## src/rtl/adc_gpio_config_map.vh

```
// register map and command encodings of the pin configuration port
`ifndef ADC_GPIO_CONFIG_MAP_VH
`define ADC_GPIO_CONFIG_MAP_VH

// register address and reset value
`define PIN_CFG_ADDR        3'h4
`define PIN_CFG_RESET       7'h00

// field positions inside the pin configuration register
`define PIN_CFG_RSVD_BIT    7
`define PIN2_DIR_BIT        6
`define PIN1_DIR_BIT        5
`define PIN0_DIR_BIT        4
`define PIN2_SRC_BIT        3
`define PIN2_LEVEL_BIT      2
`define PIN1_LEVEL_BIT      1
`define PIN0_LEVEL_BIT      0
`define PIN_DIR_BASE        4

// command byte: opcode in [7:4], register address in [3:1]
`define CMD_WRITE_OP        4'h4
`define CMD_READ_OP         4'h2
`define CMD_OP_HI           7
`define CMD_OP_LO           4
`define CMD_ADDR_HI         3
`define CMD_ADDR_LO         1

// synchronisation word (alternating bits, four falling edges after start)
`define SYNC_WORD           8'h55
`define SYNC_FALL_EDGES     3'h4
`define SYNC_BIT_SHIFT      3

// answer for an address this block does not hold
`define UNMAPPED_READ       8'h00

`endif

```

## src/rtl/uart_autobaud_rx.v

```verilog
// uart receiver that learns its bit period from the synchronisation word
`timescale 1ns/1ps
`default_nettype none
`include "adc_gpio_config_map.vh"

module uart_autobaud_rx #(
	parameter CNT_W = 20                  // width of the bit-time counters
) (
	input  wire             sys_clk,      // system clock
	input  wire             rst,          // synchronous reset, active high
	input  wire             rx,           // receive line, already synchronised
	input  wire             hunt,         // next frame is a sync word
	output reg              sync_ok_q,    // one-cycle pulse: sync word measured
	output reg              byte_valid_q, // one-cycle pulse: byte received
	output reg  [7:0]       byte_q,       // received byte
	output reg  [CNT_W-1:0] period_q      // learned bit period in clocks
);

	localparam [1:0] S_IDLE = 2'd0;       // wait for a start bit
	localparam [1:0] S_MEAS = 2'd1;       // timing the sync word
	localparam [1:0] S_DATA = 2'd2;       // sampling a data frame
	// full-width step keeps the counter sums the width of the counter
	localparam [CNT_W-1:0] CNT_ONE = {{(CNT_W-1){1'b0}}, 1'b1};

	reg [1:0]       state_q;              // receiver state
	reg             rx_prev_q;            // last line level for edge detect
	reg [CNT_W-1:0] cnt_q;                // clocks since last reference point
	reg [2:0]       edges_q;              // falling edges seen in the sync word
	reg [3:0]       bit_q;                // 0 start, 1..8 data, 9 stop
	reg [7:0]       shift_q;              // data assembly, lsb first
	wire            fall;                 // falling edge on the line
	wire [CNT_W-1:0] target;              // sample point for the current bit

	assign fall   = rx_prev_q & ~rx;
	// start bit is checked in its middle, every later bit one period on
	assign target = (bit_q == 4'd0) ? {1'b0, period_q[CNT_W-1:1]} : period_q;

	// frame timing and sampling
	always @(posedge sys_clk) begin
		if (rst) begin
			state_q      <= S_IDLE;
			rx_prev_q    <= 1'b1;
			cnt_q        <= {CNT_W{1'b0}};
			edges_q      <= 3'd0;
			bit_q        <= 4'd0;
			shift_q      <= 8'h00;
			sync_ok_q    <= 1'b0;
			byte_valid_q <= 1'b0;
			byte_q       <= 8'h00;
			period_q     <= {CNT_W{1'b1}};
		end else begin
			rx_prev_q    <= rx;
			sync_ok_q    <= 1'b0;
			byte_valid_q <= 1'b0;
			case (state_q)
			S_IDLE: begin
				cnt_q   <= {{(CNT_W-1){1'b0}}, 1'b1};
				edges_q <= 3'd0;
				bit_q   <= 4'd0;
				if (fall) begin
					// baud is learned from the sync word only
					state_q <= hunt ? S_MEAS : S_DATA;
				end
			end
			S_MEAS: begin
				cnt_q <= cnt_q + CNT_ONE;
				if (&cnt_q) begin
					// line too slow to be a sync word: give up
					state_q <= S_IDLE;
				end else if (fall) begin
					edges_q <= edges_q + 3'd1;
					if (edges_q + 3'd1 == `SYNC_FALL_EDGES) begin
						// eight bit times span start to the last falling edge
						period_q  <= cnt_q >> `SYNC_BIT_SHIFT;
						sync_ok_q <= 1'b1;
						state_q   <= S_IDLE;
					end
				end
			end
			S_DATA: begin
				cnt_q <= cnt_q + CNT_ONE;
				if (cnt_q >= target) begin
					cnt_q <= {{(CNT_W-1){1'b0}}, 1'b1};
					bit_q <= bit_q + 4'd1;
					if (bit_q == 4'd0) begin
						// glitch rather than start bit
						if (rx) begin
							state_q <= S_IDLE;
						end
					end else if (bit_q == 4'd9) begin
						// framing error drops the byte silently
						byte_valid_q <= rx;
						byte_q       <= shift_q;
						state_q      <= S_IDLE;
					end else begin
						shift_q <= {rx, shift_q[7:1]};
					end
				end
			end
			default: begin
				state_q <= S_IDLE;
			end
			endcase
		end
	end

endmodule
`default_nettype wire

```

## src/rtl/adc_gpio_config_port.v

```verilog
// three general-purpose pins behind a uart-reached configuration register
//
// Behaviour
// - bit 7 reserved, reads zero, write zero
// - bit 6 sets pin 2 direction
// - bit 5 sets pin 1 direction
// - bit 4 sets pin 0 direction
// - bit 3 picks pin 2 level or ready
// - bit 2 drives or senses pin 2
// - bit 1 drives or senses pin 1
// - bit 0 drives or senses pin 0
// - register at address 04h, resets to 00h
// - sync word precedes each command, sets baud
// - ready drives shared pin low
`timescale 1ns/1ps
`default_nettype none
`include "adc_gpio_config_map.vh"

module adc_gpio_config_port #(
	parameter CNT_W = 20                  // bit-time counter width
) (
	input  wire       sys_clk,            // system clock, 100 MHz
	input  wire       rst,                // synchronous reset, active high
	input  wire       uart_rx,            // command line from the host
	output reg        uart_tx,            // answer line to the host
	input  wire       conversion_ready,   // high while a new result waits
	input  wire [2:0] pin_in,             // sensed pin levels
	output reg  [2:0] pin_out,            // driven pin levels
	output reg  [2:0] pin_oe              // high while a pin is driven
);

	localparam [1:0] M_SYNC = 2'd0;       // waiting for the sync word
	localparam [1:0] M_CMD  = 2'd1;       // waiting for the command byte
	localparam [1:0] M_DATA = 2'd2;       // waiting for write data
	localparam [1:0] M_SEND = 2'd3;       // shifting out a read answer
	localparam [CNT_W-1:0] TX_ONE = {{(CNT_W-1){1'b0}}, 1'b1}; // tx step

	reg  [1:0]       mode_q;              // command state
	reg  [6:0]       cfg_q;               // register bits 6..0
	reg              rx_meta_q;           // rx synchroniser, first stage
	reg              rx_sync_q;           // rx synchroniser, second stage
	reg  [2:0]       pin_meta_q;          // pin synchroniser, first stage
	reg  [2:0]       pin_sync_q;          // pin synchroniser, second stage
	reg  [2:0]       addr_q;              // address of a pending write
	reg  [9:0]       tx_shift_q;          // stop, data, start; lsb out first
	reg  [3:0]       tx_bits_q;           // bits still to send
	reg  [CNT_W-1:0] tx_cnt_q;            // clocks into the current tx bit
	wire             sync_ok;             // sync word measured
	wire             byte_valid;          // a byte arrived
	wire [7:0]       rx_byte;             // the byte that arrived
	wire [CNT_W-1:0] period;              // learned bit period
	wire [3:0]       opcode;              // command opcode field
	wire [2:0]       cmd_addr;            // command address field
	integer          i;                   // pin loop index

	assign opcode   = rx_byte[`CMD_OP_HI:`CMD_OP_LO];
	assign cmd_addr = rx_byte[`CMD_ADDR_HI:`CMD_ADDR_LO];

	// read answer; bit 7 is always zero and other addresses read as zero
	function [7:0] read_value;
		input [2:0] addr;
		input [6:0] cfg;
		begin
			if (addr == `PIN_CFG_ADDR) begin
				read_value = {1'b0, cfg};
			end else begin
				read_value = `UNMAPPED_READ;
			end
		end
	endfunction

	// two flops on uart_rx and pin_in before any logic looks at them; conversion_ready is not synchronised
	always @(posedge sys_clk) begin
		if (rst) begin
			rx_meta_q  <= 1'b1;
			rx_sync_q  <= 1'b1;
			pin_meta_q <= 3'b000;
			pin_sync_q <= 3'b000;
		end else begin
			rx_meta_q  <= uart_rx;
			rx_sync_q  <= rx_meta_q;
			pin_meta_q <= pin_in;
			pin_sync_q <= pin_meta_q;
		end
	end

	uart_autobaud_rx #(
		.CNT_W        (CNT_W)
	) u_rx (
		.sys_clk      (sys_clk),
		.rst          (rst),
		.rx           (rx_sync_q),
		.hunt         (mode_q == M_SYNC),
		.sync_ok_q    (sync_ok),
		.byte_valid_q (byte_valid),
		.byte_q       (rx_byte),
		.period_q     (period)
	);

	// command sequencing, register storage and the answer shifter
	always @(posedge sys_clk) begin
		if (rst) begin
			mode_q     <= M_SYNC;
			cfg_q      <= `PIN_CFG_RESET;
			addr_q     <= 3'h0;
			tx_shift_q <= 10'h3ff;
			tx_bits_q  <= 4'd0;
			tx_cnt_q   <= {CNT_W{1'b0}};
		end else begin
			// input pins keep tracking the sensed level into their level bit
			for (i = 0; i < 3; i = i + 1) begin
				if (!cfg_q[`PIN_DIR_BASE + i]) begin
					cfg_q[i] <= pin_sync_q[i];
				end
			end
			case (mode_q)
			M_SYNC: begin
				// every command needs a fresh sync word first
				if (sync_ok) begin
					mode_q <= M_CMD;
				end
			end
			M_CMD: begin
				if (byte_valid) begin
					addr_q <= cmd_addr;
					if (opcode == `CMD_WRITE_OP) begin
						mode_q <= M_DATA;
					end else if (opcode == `CMD_READ_OP) begin
						tx_shift_q <= {1'b1, read_value(cmd_addr, cfg_q), 1'b0};
						tx_bits_q  <= 4'd10;
						tx_cnt_q   <= {CNT_W{1'b0}};
						mode_q     <= M_SEND;
					end else begin
						// anything else belongs to other logic; resync
						mode_q <= M_SYNC;
					end
				end
			end
			M_DATA: begin
				if (byte_valid) begin
					if (addr_q == `PIN_CFG_ADDR) begin
						// reserved bit 7 of the data is dropped
						cfg_q <= rx_byte[6:0];
					end
					mode_q <= M_SYNC;
				end
			end
			M_SEND: begin
				// the answer uses the baud learned from the last sync word
				if (tx_cnt_q + TX_ONE >= period) begin
					tx_cnt_q   <= {CNT_W{1'b0}};
					tx_shift_q <= {1'b1, tx_shift_q[9:1]};
					tx_bits_q  <= tx_bits_q - 4'd1;
					if (tx_bits_q == 4'd1) begin
						mode_q <= M_SYNC;
					end
				end else begin
					tx_cnt_q <= tx_cnt_q + TX_ONE;
				end
			end
			default: begin
				mode_q <= M_SYNC;
			end
			endcase
		end
	end

	// pin drivers and tx line, all straight from flops
	always @(posedge sys_clk) begin
		if (rst) begin
			uart_tx <= 1'b1;
			pin_out <= 3'b000;
			pin_oe  <= 3'b000;
		end else begin
			uart_tx <= (mode_q == M_SEND) ? tx_shift_q[0] : 1'b1;
			// an input pin has its enable low, so the source bit is moot
			pin_oe[2]  <= cfg_q[`PIN2_DIR_BIT];
			pin_oe[1]  <= cfg_q[`PIN1_DIR_BIT];
			pin_oe[0]  <= cfg_q[`PIN0_DIR_BIT];
			pin_out[1] <= cfg_q[`PIN1_LEVEL_BIT];
			pin_out[0] <= cfg_q[`PIN0_LEVEL_BIT];
			if (cfg_q[`PIN2_SRC_BIT]) begin
				// ready is shown active low on the shared pin
				pin_out[2] <= ~conversion_ready;
			end else begin
				pin_out[2] <= cfg_q[`PIN2_LEVEL_BIT];
			end
		end
	end

endmodule
`default_nettype wire

```

## config.mk

```make
export PLATFORM = sky130hd
export DESIGN_NAME = adc_gpio_config_port
export DESIGN_NICKNAME = d
export VERILOG_FILES = /design/src/rtl/uart_autobaud_rx.v /design/src/rtl/adc_gpio_config_port.v
export VERILOG_INCLUDE_DIRS = /design/src /design/src/rtl
export SDC_FILE = /design/constraint.sdc
export NUM_CORES = 1
export LEC_CHECK = 0
export ABC_CLOCK_PERIOD_IN_PS = 4000
export BUFFER_PORTS_ARGS = -buffer_cell sky130_fd_sc_hd__buf_2
export CAP_MARGIN = 30
export CORE_ASPECT_RATIO = 1.75
export CORE_MARGIN = 3
export CORE_UTILIZATION = 45
export CTS_BUF_LIST = sky130_fd_sc_hd__clkbuf_8
export DETAILED_ROUTE_END_ITERATION = 8
export PLACE_DENSITY = 0.69
export SYNTH_ARGS = -nofsm -noshare
export SYNTH_HDL_FRONTEND = slang
export SYNTH_SLANG_ARGS = --single-unit
```

## constraint.sdc

```tcl
create_clock -name sys_clk -period 4 [get_ports sys_clk]
set_clock_uncertainty 0.15 [all_clocks]
set_input_delay 0.8 -clock sys_clk [delete_from_list [all_inputs] [get_ports sys_clk]]
set_output_delay 0.8 -clock sys_clk [all_outputs]
set_load 0.02 [all_outputs]
```

Yosys cells after proc, flatten, opt, wreduce, memory -nomap -nowiden
Cells that the tools add are included.
{"block": "word_totals", "reg_bits": 129, "inputBits": 7, "word_cells": 141, "output_inout_bits": 7}
{"block": "op_classes", "n_lt_le_gt_ge": 2, "bitwise": 11, "addsub": 5, "n_mux": 50, "n_reduce_logical": 22, "eq_ne": 27}
{"operator": "$mux W20", "count": 6}
{"operator": "$pmux W20 S3", "count": 1}
{"operator": "$add A20 B1 Y20 const B", "count": 2}
{"operator": "$ge A20 B20 Y1", "count": 2}
{"operator": "$mux W10", "count": 4}
{"operator": "$pmux W20 S2", "count": 1}
{"operator": "$mux W2", "count": 16}
{"operator": "$mux W4", "count": 5}
{"operator": "$pmux W10 S2", "count": 1}
{"operator": "$reduce_and A20 Y1", "count": 1}
{"operator": "$pmux W4 S2", "count": 2}
{"operator": "$reduce_and A4 Y1", "count": 4}
{"operator": "$mux W3", "count": 5}
{"operator": "$ne A2 B2 Y1 const B", "count": 6}
{"operator": "$ne A2 B1 Y1 const B", "count": 5}
{"operator": "$not A1 Y1", "count": 10}
{"operator": "$reduce_and A5 Y1", "count": 2}
{"operator": "$eq A3 B3 Y1 const B", "count": 3}
{"operator": "$ne A3 B1 Y1 const B", "count": 3}
{"operator": "$pmux W2 S4", "count": 1}
{"operator": "$mux W7", "count": 1}
{"operator": "$eq A2 B2 Y1 const B", "count": 3}
{"operator": "$pmux W2 S3", "count": 1}
{"operator": "$pmux W3 S2", "count": 1}
{"operator": "other kinds (21)", "count": 31}

Depth between registers and ports, before layout
{"block": "logic_depth", "depth_word": 6, "mapped_depth": 17, "mapped_depth_nobuf": 14}

Hierarchy
A second synthesis with hierarchy kept.
{"block": "unflattened", "hier_cells": 801, "hier_area_um2": 6940.4}
{"module": "uart_autobaud_rx", "cells_each": 450, "n_inst": 1, "area_each_um2": 3842.4}
{"module": "adc_gpio_config_port", "cells_each": 351, "n_inst": 1, "area_each_um2": 3098.0}

Least setup slack after synthesis
OpenSTA, ideal clock, no wires.
{"block": "synth_path", "path_kind": "register to register", "startpoint": "register u_rx.bit_q[0]", "endpoint": "register u_rx.state_q[0]", "path_stages_with_launch": 14, "arrival_time_ns": 3.497, "required_time_ns": 3.780, "setup_ns": 0.070, "setup_slack_ns": 0.283, "synth_period_minus_slack_ns": 3.717, "path_buffers": 1, "path_cell_list": "dfxtp_1 inv_1 ha_1 nand2b_1 nor2_1 clkbuf_1 mux2i_1 ha_1 o21ai_0 a2111oi_0 o21a_1 o31ai_1 or4b_1 a21oi_1"}
{"block": "synth_between", "elab_chain_len": 5}
{"element": "start, declared", "line": "uart_autobaud_rx.v:29", "text": "reg [3:0] bit_q;"}
{"element": "start signal, assigned", "line": "uart_autobaud_rx.v:84", "text": "bit_q <= bit_q + 4'd1;"}
{"element": "$logic_not A4 Y1", "line": "uart_autobaud_rx.v:36, uart_autobaud_rx.v:85"}
{"element": "$mux W20", "line": "uart_autobaud_rx.v:36", "text": "assign target = (bit_q == 4'd0) ? {1'b0, period_q[CNT_W-1:1]} : period_q;"}
{"element": "$ge A20 B20 Y1", "line": "uart_autobaud_rx.v:82", "text": "if (cnt_q >= target) begin"}
{"element": "$ne A2 B1 Y1 (no source line)"}
{"element": "$reduce_and A6 Y1 (no source line)"}
{"element": "end signal, assigned", "line": "uart_autobaud_rx.v:62", "text": "state_q <= hunt ? S_MEAS : S_DATA;"}
{"element": "end, declared", "line": "uart_autobaud_rx.v:25", "text": "reg [1:0] state_q;"}
Parallel ways exist; a longest one is shown, timed or not. The select of a mux whose other input is x is not followed.
A chain may end at the register's enable or synchronous reset.

Final worst setup path
{"block": "layout_path", "startpoint": "register tx_cnt_q[6]", "endpoint": "register tx_bits_q[3]"}
{"block": "layout_between", "elab_chain_len": 4}
{"element": "start, declared", "line": "adc_gpio_config_port.v:47", "text": "reg [CNT_W-1:0] tx_cnt_q;"}
{"element": "start signal, assigned", "line": "adc_gpio_config_port.v:108", "text": "tx_cnt_q <= {CNT_W{1'b0}};"}
{"element": "start signal, assigned", "line": "adc_gpio_config_port.v:131", "text": "tx_cnt_q <= {CNT_W{1'b0}};"}
{"element": "start signal, assigned", "line": "adc_gpio_config_port.v:151", "text": "tx_cnt_q <= {CNT_W{1'b0}};"}
{"element": "$add A20 B1 Y20", "line": "adc_gpio_config_port.v:150", "text": "if (tx_cnt_q + TX_ONE >= period) begin"}
{"element": "$ge A20 B20 Y1", "line": "adc_gpio_config_port.v:150"}
{"element": "$ne A2 B2 Y1 (no source line)"}
{"element": "$reduce_and A5 Y1 (no source line)"}
{"element": "end signal, assigned", "line": "adc_gpio_config_port.v:153", "text": "tx_bits_q <= tx_bits_q - 4'd1;"}
{"element": "end, declared", "line": "adc_gpio_config_port.v:46", "text": "reg [3:0] tx_bits_q;"}
Every way passes these cells.

==> run summary <==
hold buffers post-CTS = 0
class of the most critical setup path = reg -> reg
maximum root-to-sink buffer count = 2
syn_nets = 844
compound-gate portion of the synthesized area = 0.177
maximum number of pins on one net before global-route repair = 83
TritonCTS sink count = 126
most frequent cells after synthesis = dfxtp_1 (126), nor2_1 (85), nand2_1 (71)
Hold Path End = rx_sync_q
startpoint kind of the worst setup timing path = register
Floorplan Core Area = 0.0145 mm²
Die Height = 167 µm
origin of the critical flop-to-flop path = tx_cnt_q[6]
global-route wire length before repair = 25700 µm
routed wirelength normalized by instance count = 15.4 µm
depth of the worst hold-timing path = 1
max-cap check violation count = 0
Max-Slew Margin vs Limit = 0.284
clock root cell = clkbuf_8
starting utilization of the core area = 0.461
Antenna diodes = 0
status = completed
area fraction in and, or, nand and nor cells after synthesis = 0.225
first drt pass iteration count = 4
Fin. Hold Viols = 0
share of synthesized area spent on multiplexers = 0.0588
gpl congestion = 0.840
final net count = 852
CTS H-tree lvls = 4
worst hold-check slack = 0.255 ns
Adder-Cell Fraction of Synth Area = 0.0990
average size of a mapped cell = 8.54 µm²
Placement Setup Slack = 0.292 ns
leading area contributor after synthesis = dfxtp_1
number of different library cells in the post-synthesis netlist = 58
area fraction of the dominant cell type after synthesis = 0.377
Setup-failing EPs final = 0
combined area of all synthesized cells = 0.00670 mm²
overall power = 2650 µW
number of antenna violations at the first check in global routing = 0
Layout Area Growth over Synthesis = 10.9%
DRT Wirelength = 15200 µm
Final Critical Period = 3.65 ns
flip-flop and latch count after synthesis = 126
Final TNS setup = 0 ns
number of rows in the core area = 58
clock latency on the worst-skew pair = 0.45 ns
most instantiated flip-flop cell in the synthesis netlist = dfxtp_1
Data arrival, critical path = 3.84 ns
upper clock frequency limit = 0.274 GHz
hold path startpoint = rx_meta_q
mean number of vias per cell = 5.65
count of mapped cells out of synthesis = 784
final cell utilization of the core = 0.512
number of DRC violations after detailed-routing iteration 0 = 264
number of global-route vias before repair = 5489
total leakage power = 0.00312 µW
setup repair after global routing missed its margin = no
routed vias = 5570
async set-reset flop share out of synthesis = 0
Max FO, Critical Path = 11
GRT Resource Usage Total = 0.190
worst r2r dst = tx_bits_q[3]
CP Data Required Time = 4.19 ns
Least-Margin Pin Slew = 1.07 ns
Port Buffer Count = 13
DP HPWL = 11100 µm
count of flip-flops with a built-in enable after synthesis = 0
final period utilization = 0.913
main combinational cell family by area after synthesis = simple AND/OR/NAND/NOR gates
Worst Reg-to-Reg Cells = 13
Synth area leaders = dfxtp_1 (38%), ha_1 (9.9%), mux2i_1 (5.4%)
Register-to-Register Setup Slack = 0.35 ns
type of the tightest min-delay check = reg -> reg
TritonCTS buffer count = 17
power density normalized to cell area = 356 mW/mm²
remaining global-route overflow = 0
remaining antenna violation count = 0
Synthesis Warnings = 0
count of pins over their slew limit = 0
crit path setup slack, layout = 0.350 ns
cell with the most instances after synthesis = dfxtp_1
parity-gate share of the synthesized area counting xor and xnor cells = 0.0222
clock slew at reported path FFs = 0.09 ns
nature of the critical path endpoint = register
overall die area = 0.0164 mm²
top-level port count = 14
sequential share of the synthesized area = 0.377
maximum vdd drop = 0.388 mV
width of the chip = 98.2 µm
DRC = 0
# Post-CTS Setup Buffers = 0
share of post-route cells with drive strength above 1 = 0.109
number of gates resized after CTS = 0
TritonCTS clock tree = done
-- sequential cells by signal (all words and copies together) (netlist names), 2 cells and up --
signal,flops
u_rx.bit_q,4
pin_out,3
tx_shift_q,9
u_rx.shift_q,8
pin_sync_q,3
addr_q,3
pin_meta_q,3
u_rx.state_q,2
u_rx.edges_q,3
tx_cnt_q,20
cfg_q,7
pin_oe,3
mode_q,2
u_rx.cnt_q,20
u_rx.byte_q,8
u_rx.period_q,18
tx_bits_q,4
-- layer usage --
layer  track usage  vias to the layer above  routed length (µm)
met2         0.371                       81                8540
met5             0                        -                   0
met1         0.193                     2644                5840
met4        0.0916                        0                 528
li1              -                     2808                   -
met3        0.0258                       37                 289
-- placed cells by master, fill, tap and decap left out, types with 22 or more instances in the layout --
cell       n
ha_1      53
nand3_1   25
o21ai_0   37
nor2b_1   22
nand2_1   71
nor2_1    81
dfxtp_1  124
mux2i_1   36
a21oi_1   38
inv_1     34
a211o_1   27
-- per-stage QoR --
step	area, µm²	cells
after global routing	7430	985
after detailed placement	6960	953
final	7430	985
after CTS	7420	985
after global placement	6960	953
after floorplan	6700	784
-- power breakdown --
part | total, µW | leakage (µW) | internal, µW | switching, µW
clock | 1280 | 0.000227 | 704 | 578
combinational | 94.4 | 0.00187 | 36.0 | 58.4
sequential | 1270 | 0.00102 | 1260 | 7.43
-- layout make-up --
type | count | area, µm²
Clock buffer | 17 | 234
Clock inverter | 15 | 220
Fill cell | 1389 | 7080
Inverter | 34 | 128
Multi-Input combinational cell | 587 | 3920
Sequential cell | 126 | 2520
Tap cell | 180 | 225
Timing Repair Buffer | 26 | 178
-- critical path: stages (launching register included) --
cell       delay, ns
dfxtp_1         0.40
and4_1          0.25
nand2_1         0.12
nor2_2          0.16
nand3_1         0.11
buf_4           0.17
o21a_1          0.19
or2_1           0.22
ha_1            0.29
nand4_1         0.11
o31ai_1         0.37
nor2_2          0.16
or2_2           0.43
a2111oi_0       0.40
-- worst max path at each step --
stage / start / endpoint / slack, ns / cells past startpoint
4_1_cts: tx_cnt_q[0] / tx_bits_q[3] / 0.29 / 14
3_3_place_gp: tx_cnt_q[0] / tx_shift_q[0] / 0.39 / 14
5_1_grt: tx_cnt_q[6] / tx_bits_q[3] / 0.04 / 14
6_report: tx_cnt_q[6] / tx_bits_q[3] / 0.35 / 13
2_1_floorplan: u_rx.bit_q[0] / u_rx.state_q[0] / 0.28 / 13
3_5_place_dp: tx_cnt_q[0] / tx_bits_q[3] / 0.29 / 14
-- cell families (layout without fill, tap and decap cells) --
logic type / Yosys count / in the layout
adder cells (fa/ha/maj): 53 / 53
multiplexers: 39 / 39
XOR/XNOR: 17 / 17
AND/OR/NAND/NOR: 301 / 301
AO/OA/AOI/OAI: 177 / 177
flip-flops: 126 / 126
buffers and inverters: 71 / 92
Note: power is estimated with default switching activity, not from simulation.
